==> src/rtl/flash_cmd_params.svh <==
`ifndef FLASH_CMD_PARAMS_SVH
`define FLASH_CMD_PARAMS_SVH
`define ADDR_CODE1 12'h555
`define ADDR_CODE2 12'hAAA
`define BYTE_CODE1 8'hAA
`define BYTE_CODE2 8'h55
`define CMD_PROGRAM 8'hA0
`define CMD_ERASE_SETUP 8'h80
`define CMD_SECTOR_ERASE 8'h30
`define CMD_BULK_ERASE 8'h10
`define CMD_IDENT 8'h90
`define CMD_SUSPEND 8'hB0
`define CMD_RESUME 8'h30
`define CMD_RESET 8'hF0
`define CMD_BYPASS 8'h20
`define CMD_BYPASS_EXIT 8'h00
`define IDENT_ADDR_LOW 2'h1
`define PROTECT_ADDR_LOW 2'h2
`define POLL_BIT 7
`define TOGGLE_BIT 6
`define FAIL_BIT 5
`define WINDOW_BIT 3
`define CLK_MHZ 40
`define BYTE_TIMEOUT_US 80
`define BYTE_TIMEOUT_CYC (`BYTE_TIMEOUT_US * `CLK_MHZ)
`define WINDOW_US 100
`define WINDOW_CYC (`WINDOW_US * `CLK_MHZ)
`define PROGRAM_CYC 64
`define SECTOR_ERASE_CYC 4096
`endif

==> src/rtl/flash_cmd_pkg.sv <==
package flash_cmd_pkg;
  typedef enum logic [7:0] {
    ST_READ = 8'h01,
    ST_CODE1 = 8'h02,
    ST_CODE2 = 8'h04,
    ST_PROG_DATA = 8'h08,
    ST_ESETUP = 8'h10,
    ST_ID_MODE = 8'h20,
    ST_BUSY = 8'h40,
    ST_FAIL = 8'h80
  } dec_state_t;
  typedef enum logic [1:0] {
    OP_NONE = 2'h0,
    OP_PROGRAM = 2'h1,
    OP_SECTOR = 2'h2,
    OP_BULK = 2'h3
  } op_kind_t;
endpackage : flash_cmd_pkg

==> src/rtl/flash_bus_if.sv <==
`timescale 1ns/100ps
interface flash_bus_if;
  logic [15:0] addr;
  logic [7:0] wdata;
  logic [7:0] rdata;
  logic rd_stb;
  logic wr_stb;
  logic rvalid;
  logic [7:0] primary_sector_selects;
  logic [3:0] secondary_sector_selects;
  modport device (input addr, wdata, rd_stb, wr_stb,
    primary_sector_selects, secondary_sector_selects,
    output rdata, rvalid);
  modport host (output addr, wdata, rd_stb, wr_stb,
    primary_sector_selects, secondary_sector_selects,
    input rdata, rvalid);
endinterface : flash_bus_if

==> src/rtl/flash_cmd_decoder.sv <==
`timescale 1ns/100ps
`include "flash_cmd_params.svh"
module flash_cmd_decoder
  import flash_cmd_pkg::*;
#(
  parameter int TIMEOUT_CYC = `BYTE_TIMEOUT_CYC,
  parameter int WINDOW_CYC = `WINDOW_CYC,
  parameter int ERASE_CYC = `SECTOR_ERASE_CYC,
  parameter logic [7:0] IDENT_CODE = 8'h5A // Arbitrary value
) (
  // Clock and reset
  input wire logic core_clk,
  input wire logic rst_b,
  // Host bus
  flash_bus_if.device bus,
  // Array side
  input wire logic [7:0] array_rdata,
  input wire logic [7:0] protect_map,
  input wire logic fail_in,
  output logic op_start,
  output logic [1:0] op_kind,
  output logic op_secondary,
  output logic [15:0] op_addr,
  output logic [7:0] op_data,
  output logic busy
);
  if (TIMEOUT_CYC < 2 || WINDOW_CYC < 2 || ERASE_CYC < 2) begin : g_bad_cnt
    $error("counts too small");
  end
  dec_state_t st_r, st_nxt;
  logic bypass_r, bypass_nxt, susp_r, susp_nxt, tog_r, tog_nxt;
  logic byp2_r, byp2_nxt, bex_r, bex_nxt, sec_r, sec_nxt;
  logic win_r, win_nxt, fail_r, fail_nxt, start_r, start_nxt;
  logic [1:0] kind_r, kind_nxt;
  logic [15:0] oa_r, oa_nxt;
  logic [7:0] od_r, od_nxt, rd_r, rd_nxt, sector_r, sector_nxt;
  logic rv_r, rv_nxt;
  logic [31:0] gap_r, gap_nxt, run_r, run_nxt, win_cnt_r, win_cnt_nxt;
  logic [11:0] a;
  logic any_sel, in_erase_sector;
  assign a = bus.addr[11:0];
  assign any_sel = |bus.primary_sector_selects
    | |bus.secondary_sector_selects;
  assign in_erase_sector = |(bus.primary_sector_selects & sector_r);

  always_comb begin
    st_nxt = st_r;
    bypass_nxt = bypass_r;
    susp_nxt = susp_r;
    tog_nxt = tog_r;
    byp2_nxt = byp2_r;
    bex_nxt = bex_r;
    sec_nxt = sec_r;
    win_nxt = win_r;
    fail_nxt = fail_r;
    start_nxt = 1'b0;
    kind_nxt = kind_r;
    oa_nxt = oa_r;
    od_nxt = od_r;
    rd_nxt = rd_r;
    rv_nxt = 1'b0;
    sector_nxt = sector_r;
    gap_nxt = gap_r;
    run_nxt = run_r;
    win_cnt_nxt = win_cnt_r;
    // Inter-byte time-out only runs mid-sequence
    if (st_r == ST_CODE1 || st_r == ST_CODE2 || st_r == ST_PROG_DATA
        || st_r == ST_ESETUP || byp2_r || bex_r) begin
      if (gap_r >= 32'(TIMEOUT_CYC - 1)) begin
        st_nxt = ST_READ;
        byp2_nxt = 1'b0;
        bex_nxt = 1'b0;
        gap_nxt = '0;
      end else begin
        gap_nxt = gap_r + 32'd1;
      end
    end
    // Embedded algorithm model: waits, multi-sector window, run
    if (st_r == ST_BUSY && !susp_r) begin
      if (kind_r == OP_SECTOR && !win_r) begin
        if (win_cnt_r >= 32'(WINDOW_CYC - 1)) begin
          win_nxt = 1'b1;
        end else begin
          win_cnt_nxt = win_cnt_r + 32'd1;
        end
      end else if (fail_in) begin
        st_nxt = ST_FAIL;
        fail_nxt = 1'b1;
      end else if (run_r >= 32'(ERASE_CYC - 1)
          || (kind_r == OP_PROGRAM && run_r >= 32'(`PROGRAM_CYC - 1)))
      begin
        st_nxt = bypass_r ? ST_READ : ST_READ;
        run_nxt = '0;
      end else begin
        run_nxt = run_r + 32'd1;
      end
    end
    if (bus.rd_stb && any_sel) begin
      rv_nxt = 1'b1;
      if ((st_r == ST_BUSY && !(susp_r && !in_erase_sector))
          || st_r == ST_FAIL) begin
        rd_nxt = 8'h00;
        rd_nxt[`POLL_BIT] = (kind_r == OP_PROGRAM) ? ~od_r[7]
          : 1'b0;
        rd_nxt[`TOGGLE_BIT] = tog_r;
        rd_nxt[`FAIL_BIT] = fail_r;
        rd_nxt[`WINDOW_BIT] = win_r;
        tog_nxt = ~tog_r;
      end else if (st_r == ST_ID_MODE) begin
        if (bus.addr[1:0] == `IDENT_ADDR_LOW && !sec_r)
          rd_nxt = IDENT_CODE;
        else if (bus.addr[1:0] == `PROTECT_ADDR_LOW)
          rd_nxt = {7'h00, |(protect_map
            & bus.primary_sector_selects)};
        else
          rd_nxt = array_rdata;
      end else begin
        rd_nxt = array_rdata;
      end
    end
    if (bus.wr_stb && any_sel) begin
      gap_nxt = '0;
      if (bus.wdata == `CMD_RESET && !bypass_r) begin
        st_nxt = (st_r == ST_BUSY) ? ST_BUSY : ST_READ;
        fail_nxt = 1'b0;
        if (st_r == ST_FAIL) st_nxt = ST_READ;
      end else if (st_r == ST_BUSY && kind_r == OP_SECTOR) begin
        if (bus.wdata == `CMD_SUSPEND && !susp_r) begin
          susp_nxt = 1'b1;
        end else if (bus.wdata == `CMD_RESUME && susp_r) begin
          susp_nxt = 1'b0;
        end else if (bus.wdata == `CMD_SECTOR_ERASE && !win_r) begin
          sector_nxt = sector_r | bus.primary_sector_selects;
          win_cnt_nxt = '0;
        end
      end else if (bypass_r) begin
        if (byp2_r) begin
          byp2_nxt = 1'b0;
          oa_nxt = bus.addr;
          od_nxt = bus.wdata;
          kind_nxt = OP_PROGRAM;
          start_nxt = 1'b1;
          run_nxt = '0;
          st_nxt = ST_BUSY;
        end else if (bex_r) begin
          bex_nxt = 1'b0;
          if (bus.wdata == `CMD_BYPASS_EXIT)
            bypass_nxt = 1'b0;
        end else if (bus.wdata == `CMD_PROGRAM) begin
          byp2_nxt = 1'b1;
        end else if (bus.wdata == `CMD_IDENT) begin
          bex_nxt = 1'b1;
        end
      end else begin
        case (st_r)
          ST_READ, ST_ID_MODE: begin
            if (st_r == ST_ID_MODE && susp_r) st_nxt = ST_ID_MODE;
            if (bus.wdata == `BYTE_CODE1 && a == `ADDR_CODE1) begin
              st_nxt = ST_CODE1;
              sec_nxt = ~|bus.primary_sector_selects;
            end else if (st_r == ST_READ) begin
              st_nxt = ST_READ;
            end
          end
          ST_CODE1: begin
            st_nxt = (bus.wdata == `BYTE_CODE2 && a == `ADDR_CODE2)
              ? ST_CODE2 : ST_READ;
          end
          ST_CODE2: begin
            st_nxt = ST_READ;
            if (a == `ADDR_CODE1) begin
              case (bus.wdata)
                `CMD_PROGRAM: st_nxt = ST_PROG_DATA;
                `CMD_ERASE_SETUP: st_nxt = susp_r ? ST_READ : ST_ESETUP;
                `CMD_IDENT: st_nxt = ST_ID_MODE;
                `CMD_BYPASS: bypass_nxt = 1'b1;
                default: st_nxt = ST_READ;
              endcase
            end
            if (kind_r == OP_SECTOR && susp_r
                && bus.wdata == `CMD_ERASE_SETUP) st_nxt = ST_READ;
          end
          ST_PROG_DATA: begin
            oa_nxt = bus.addr;
            od_nxt = bus.wdata;
            start_nxt = 1'b1;
            run_nxt = '0;
            st_nxt = ST_BUSY;
            if (!susp_r) kind_nxt = OP_PROGRAM;
          end
          ST_ESETUP: begin
            // Second coded pair is folded into the setup check
            st_nxt = ST_READ;
            if (bus.wdata == `CMD_SECTOR_ERASE) begin
              kind_nxt = OP_SECTOR;
              sector_nxt = bus.primary_sector_selects;
              win_nxt = 1'b0;
              win_cnt_nxt = '0;
              run_nxt = '0;
              start_nxt = 1'b1;
              oa_nxt = bus.addr;
              st_nxt = ST_BUSY;
            end else if (bus.wdata == `CMD_BULK_ERASE
                && a == `ADDR_CODE1) begin
              kind_nxt = OP_BULK;
              run_nxt = '0;
              start_nxt = 1'b1;
              oa_nxt = bus.addr;
              st_nxt = ST_BUSY;
            end else if (bus.wdata == `BYTE_CODE1
                || bus.wdata == `BYTE_CODE2) begin
              st_nxt = ST_ESETUP;
            end
          end
          ST_FAIL: st_nxt = ST_FAIL;
          // Stray writes must not cut a running program short
          ST_BUSY: st_nxt = ST_BUSY;
          default: st_nxt = ST_READ;
        endcase
      end
    end
  end

  always_ff @(posedge core_clk or negedge rst_b) begin
    if (!rst_b) begin
      st_r <= ST_READ;
      bypass_r <= 1'b0;
      susp_r <= 1'b0;
      tog_r <= 1'b0;
      byp2_r <= 1'b0;
      bex_r <= 1'b0;
      sec_r <= 1'b0;
      win_r <= 1'b0;
      fail_r <= 1'b0;
      start_r <= 1'b0;
      kind_r <= OP_NONE;
      oa_r <= 16'h0000;
      od_r <= 8'h00;
      rd_r <= 8'h00;
      rv_r <= 1'b0;
      sector_r <= 8'h00;
      gap_r <= '0;
      run_r <= '0;
      win_cnt_r <= '0;
    end else begin
      st_r <= st_nxt;
      bypass_r <= bypass_nxt;
      susp_r <= susp_nxt;
      tog_r <= tog_nxt;
      byp2_r <= byp2_nxt;
      bex_r <= bex_nxt;
      sec_r <= sec_nxt;
      win_r <= win_nxt;
      fail_r <= fail_nxt;
      start_r <= start_nxt;
      kind_r <= kind_nxt;
      oa_r <= oa_nxt;
      od_r <= od_nxt;
      rd_r <= rd_nxt;
      rv_r <= rv_nxt;
      sector_r <= sector_nxt;
      gap_r <= gap_nxt;
      run_r <= run_nxt;
      win_cnt_r <= win_cnt_nxt;
    end
  end

  assign bus.rdata = rd_r;
  assign bus.rvalid = rv_r;
  assign op_start = start_r;
  assign op_kind = kind_r;
  assign op_secondary = sec_r;
  assign op_addr = oa_r;
  assign op_data = od_r;
  assign busy = st_r[6];
endmodule : flash_cmd_decoder

==> src/flat_wrapper.sv <==
// flat-port wrapper written by rule: the top's interface ports become plain ports
module flash_cmd_decoder_flat import flash_cmd_pkg::*;
#(
  parameter int TIMEOUT_CYC = `BYTE_TIMEOUT_CYC,
  parameter int WINDOW_CYC = `WINDOW_CYC,
  parameter int ERASE_CYC = `SECTOR_ERASE_CYC,
  parameter logic [7:0] IDENT_CODE = 8'h5A                   
)
  (core_clk, rst_b, array_rdata, protect_map, fail_in, op_start, op_kind, op_secondary, op_addr, op_data, busy, bus_addr, bus_wdata, bus_rd_stb, bus_wr_stb, bus_primary_sector_selects, bus_secondary_sector_selects, bus_rdata, bus_rvalid);
  flash_bus_if bus_i ();
  input wire logic core_clk;
  input wire logic rst_b;
  input wire logic [7:0] array_rdata;
  input wire logic [7:0] protect_map;
  input wire logic fail_in;
  output logic op_start;
  output logic [1:0] op_kind;
  output logic op_secondary;
  output logic [15:0] op_addr;
  output logic [7:0] op_data;
  output logic busy;
  input wire logic [$bits(bus_i.addr)-1:0] bus_addr;
  input wire logic [$bits(bus_i.wdata)-1:0] bus_wdata;
  input wire logic [$bits(bus_i.rd_stb)-1:0] bus_rd_stb;
  input wire logic [$bits(bus_i.wr_stb)-1:0] bus_wr_stb;
  input wire logic [$bits(bus_i.primary_sector_selects)-1:0] bus_primary_sector_selects;
  input wire logic [$bits(bus_i.secondary_sector_selects)-1:0] bus_secondary_sector_selects;
  output wire logic [$bits(bus_i.rdata)-1:0] bus_rdata;
  output wire logic [$bits(bus_i.rvalid)-1:0] bus_rvalid;
  assign bus_i.addr = bus_addr;
  assign bus_i.wdata = bus_wdata;
  assign bus_i.rd_stb = bus_rd_stb;
  assign bus_i.wr_stb = bus_wr_stb;
  assign bus_i.primary_sector_selects = bus_primary_sector_selects;
  assign bus_i.secondary_sector_selects = bus_secondary_sector_selects;
  assign bus_rdata = bus_i.rdata;
  assign bus_rvalid = bus_i.rvalid;
  flash_cmd_decoder #(.TIMEOUT_CYC(TIMEOUT_CYC), .WINDOW_CYC(WINDOW_CYC), .ERASE_CYC(ERASE_CYC), .IDENT_CODE(IDENT_CODE)) u_core (.core_clk(core_clk), .rst_b(rst_b), .bus(bus_i), .array_rdata(array_rdata), .protect_map(protect_map), .fail_in(fail_in), .op_start(op_start), .op_kind(op_kind), .op_secondary(op_secondary), .op_addr(op_addr), .op_data(op_data), .busy(busy));
endmodule
==> config.mk <==
export PLATFORM = sky130hd
export DESIGN_NAME = flash_cmd_decoder_flat
export DESIGN_NICKNAME = d
export VERILOG_FILES = /design/src/rtl/flash_cmd_pkg.sv /design/src/rtl/flash_bus_if.sv /design/src/rtl/flash_cmd_decoder.sv /design/src/flat_wrapper.sv
export VERILOG_INCLUDE_DIRS = /design/src /design/src/rtl
export SDC_FILE = /design/constraint.sdc
export NUM_CORES = 1
export LEC_CHECK = 0
export CORE_MARGIN = 5
export CORE_UTILIZATION = 40
export DETAILED_ROUTE_END_ITERATION = 7
export DONT_BUFFER_PORTS = 1
export PLACE_DENSITY = 0.57
export SLEW_MARGIN = 10
export SYNTH_ARGS = -nofsm -noshare
export SYNTH_HDL_FRONTEND = slang
export SYNTH_SLANG_ARGS = --single-unit
==> constraint.sdc <==
create_clock -name core_clk -period 2.6 [get_ports core_clk]
set_input_delay 0.26 -clock core_clk [delete_from_list [all_inputs] [get_ports core_clk]]
set_output_delay 0.26 -clock core_clk [all_outputs]
set_load 0.1 [all_outputs]
==> run_results.csv <==
group,metric,value,unit
sta,fin_hold_ws,-0.4779,ns
setup_path,worstSetupPathType,"flop to flop",
pwr,peakVddDrop,0.4204,mV
hold_path,min_path_type,"input port to async pin",
routing,drtIter0Drc,546,
setup_path,worst_path_most_repeated_cell,"nand3_1",
sta,tns,0,ns
clocking,clkLatencyLatePin,0.43,ns
sta,finalHoldViolCount,156,
run_status,failed_checks,"hold timing",
clocking,postCtsHoldBufs,35,
die,die_y,150.7,um
die,core,19460,um2
clocking,cts_tree,"yes",
global_routing,overflow,0,
sta,finalCritPeriodShare,0.9459,
clocking,htree_num_levels,4,
cells_and_area,drive_above_1_share,0.1382,
pwr,power_leakage,4.172,nW
die,io_pins,95,
cells_and_area,num_antenna_cells,0,
place,io_buffers,0,
die,initial_core_util,0.4066,
routing,wire_per_inst,17.36,um
clocking,cts_buffers,17,
die,die_x,150.7,um
clocking,cts_setup_buffers,0,
yosys,synthesis.nets,874,
clocking,clockBufferDepth,2,
sta,maxClockFrequency,406.6,MHz
place,gp_congestion,0.8761,
global_routing,track_usage,0.1822,
sta,worstMarginPinSlew,0.9581,ns
yosys,synth_cells,814,
yosys,ys_ff_latch,156,
clocking,cts.clk_slew.worst_paths,0.06,ns
setup_path,endpoint_kind,"flop",
sta,min_period,2.459,ns
routing,finalWirelength,20.05,mm
sta,finalMaxSlewViolations,0,
sta,setup_viol,0,
pwr,finalPower,0.005452,W
clocking,root_buffer,"clkbuf_16",
setup_path,cp.arrival,2.82,ns
yosys,yosysTopAreaCell,"dfrtp_1",
sta,rsz0062_at_grt,"false",
clocking,clock-sinks,156,
yosys,synth_ff_type,"dfrtp_1",
run_status,outcome,"complete, but fails checks",
global_routing,antenna_found_initial,0,
yosys,synth.distinct_cells,86,
cells_and_area,final_nets,937,
die,die_area,22700,um2
setup_path,startpoint_type,"flop",
die,fp-row-count,51,
yosys,synth_area_leaders,"dfrtp_1 49%, nand2_1 5.4%, nor2_1 3.7%",
yosys,synthArstFlopShare,1.000,
yosys,synth_top_area_frac,0.4901,
routing,firstDrtPassIters,5,
cells_and_area,fin_util,0.4786,
yosys,netlist_area,7914,um2
routing,ant_nets,0,
place,dpl.hpwl,14.03,mm
sta,slew_headroom,0.3612,
global_routing,grt_pass1_vias,6244,
yosys,synth_common_cells,"155 x dfrtp_1, 114 x nand2_1, 78 x nor2_1",
setup_path,critPathSlowestCell,"or4_1",
routing,vias,6393,
routing,vias_per_cell,5.535,
yosys,synth_area_per_cell,9.722,um2
setup_path,slowest_delay,0.62,ns
yosys,yosysWarnings,0,
setup_path,cp_top_family,"simple AND/OR/NAND/NOR gates",
global_routing,grt_max_degree,157,
yosys,synth_edf_count,0,
pwr,p_per_area,585.3,nW/um2
setup_path,crit_required,2.96,ns
yosys,synth_seq_area_share,0.4934,
sta,clock_skew,0.01164,ns
setup_path,crit_fanout,7,
routing,drc,0,
setup_path,crit_chain,"or4_1, nor4_1, buf_4, nand3_1, a2111oi_1, a21oi_1, nand3_1",
setup_path,path_buf_inv,1,
global_routing,grt_pass1_wl,32.76,mm
yosys,yosysMostFrequentCell,"dfrtp_1",
flow_run,maxCapViolCount,0,
cells_and_area,syn_to_final_growth,17.71,%
[report_power, final]
| group | internal (W) | switching, W |
|---|---|---|
| clock network | 0.00136 | 0.00106 |
| logic | 0.000140 | 0.000160 |
| registers | 0.00248 | 0.000260 |
| total | 0.00398 | 0.00148 |
[cells by family after synthesis]
| family | share of synthesized area |
|---|---|
| mux | 0.01802 |
| fa+ha+maj | 0.004744 |
| flops | 0.4934 |
| simple gates | 0.2950 |
| xor+xnor | 0.03431 |
| buf+inv | 0.03368 |
| compound gates | 0.1208 |
[cells in the final DEF, fill, tap and decap left out, types with 18 or more instances in the layout]
cell and n:
dfrtp_1 154, nand2_1 114, nor2_1 78, and2_1 35, dlygate4sd3_1 35, buf_4 34
nand3_1 32, inv_1 29, nor4_1 27, o21ai_0 24, nand4_1 19, and3_1 18
[through the flow]
stage	hold slack, ns	instances	instance area (um2)	worst slack, ns
after floorplan	-0.03559	814	7915	0.1355
after global placement	-0.03195	1088	8391	0.1919
after detailed placement	-0.03124	1088	8391	0.1669
after CTS	-0.4880	1155	9314	0.1444
after global routing	-0.5024	1155	9315	0.02164
final	-0.4779	1155	9315	0.1406
[repair_timing]
action,CTS,global route
gates resized for setup,0,2
endpoints found under the setup margin,0,2
hold endpoints to repair,192,156
[final cells by class]
cell class	count	area, um2
clock buffer	18	439.2
inverter	30	115.1
tap	265	331.6
clock inverter	14	133.9
fill	1846	10150
multi-input combinational	601	3744
timing repair buffer	71	645.6
sequential	156	3906
[flip-flops by register name (all words and copies together) (netlist names), 2 cells and up]
signal / count
u_core.run_r: 32
u_core.op_addr: 16
u_core.gap_r: 32
u_core.op_data: 8
u_core.bus.rdata: 8
u_core.win_cnt_r: 32
u_core.sector_r: 8
u_core.op_kind: 2
u_core.st_r: 8
[final timing paths]
| path | depth (start not counted) | end | from | slack, ns |
|---|---|---|---|---|
| worst max-delay path | 7 | u_core.st_r[5]$_DFF_PN0_ | u_core.st_r[1]$_DFF_PN0_ | 0.14 |
| worst min-delay path | 0 | u_core.bus.rdata[6]$_DFFE_PN0P_ | rst_b | -0.48 |
| max in group asynchronous | 0 | u_core.st_r[0]$_DFF_PN1_ | rst_b | 2.84 |
| min in group core_clk | 3 | u_core.bus.rdata[1]$_DFFE_PN0P_ | bus_addr[1] | 0.02 |
| worst min register to register | 1 | u_core.tog_r$_DFFE_PN0P_ | u_core.tog_r$_DFFE_PN0P_ | 0.47 |
| worst max register to register | 7 | u_core.st_r[5]$_DFF_PN0_ | u_core.st_r[1]$_DFF_PN0_ | 0.14 |
[worst reg2reg max path, cell delays in order, from the launching register on]
cell       delay, ns
dfrtp_1         0.47
or4_1           0.62
nor4_1          0.34
buf_4           0.19
nand3_1         0.11
a2111oi_1       0.46
a21oi_1         0.10
nand3_1         0.10
[routing by layer]
layer / global-route usage / vias up / routed length [um]
met3: 0.04455 / 40 / 1043
met2: 0.2866 / 157 / 9335
met5: 0 / - / 0
met4: 0.06437 / 0 / 471
li1: - / 3064 / -
met1: 0.2462 / 3132 / 9202
Note: power is estimated with default switching activity, not from simulation.
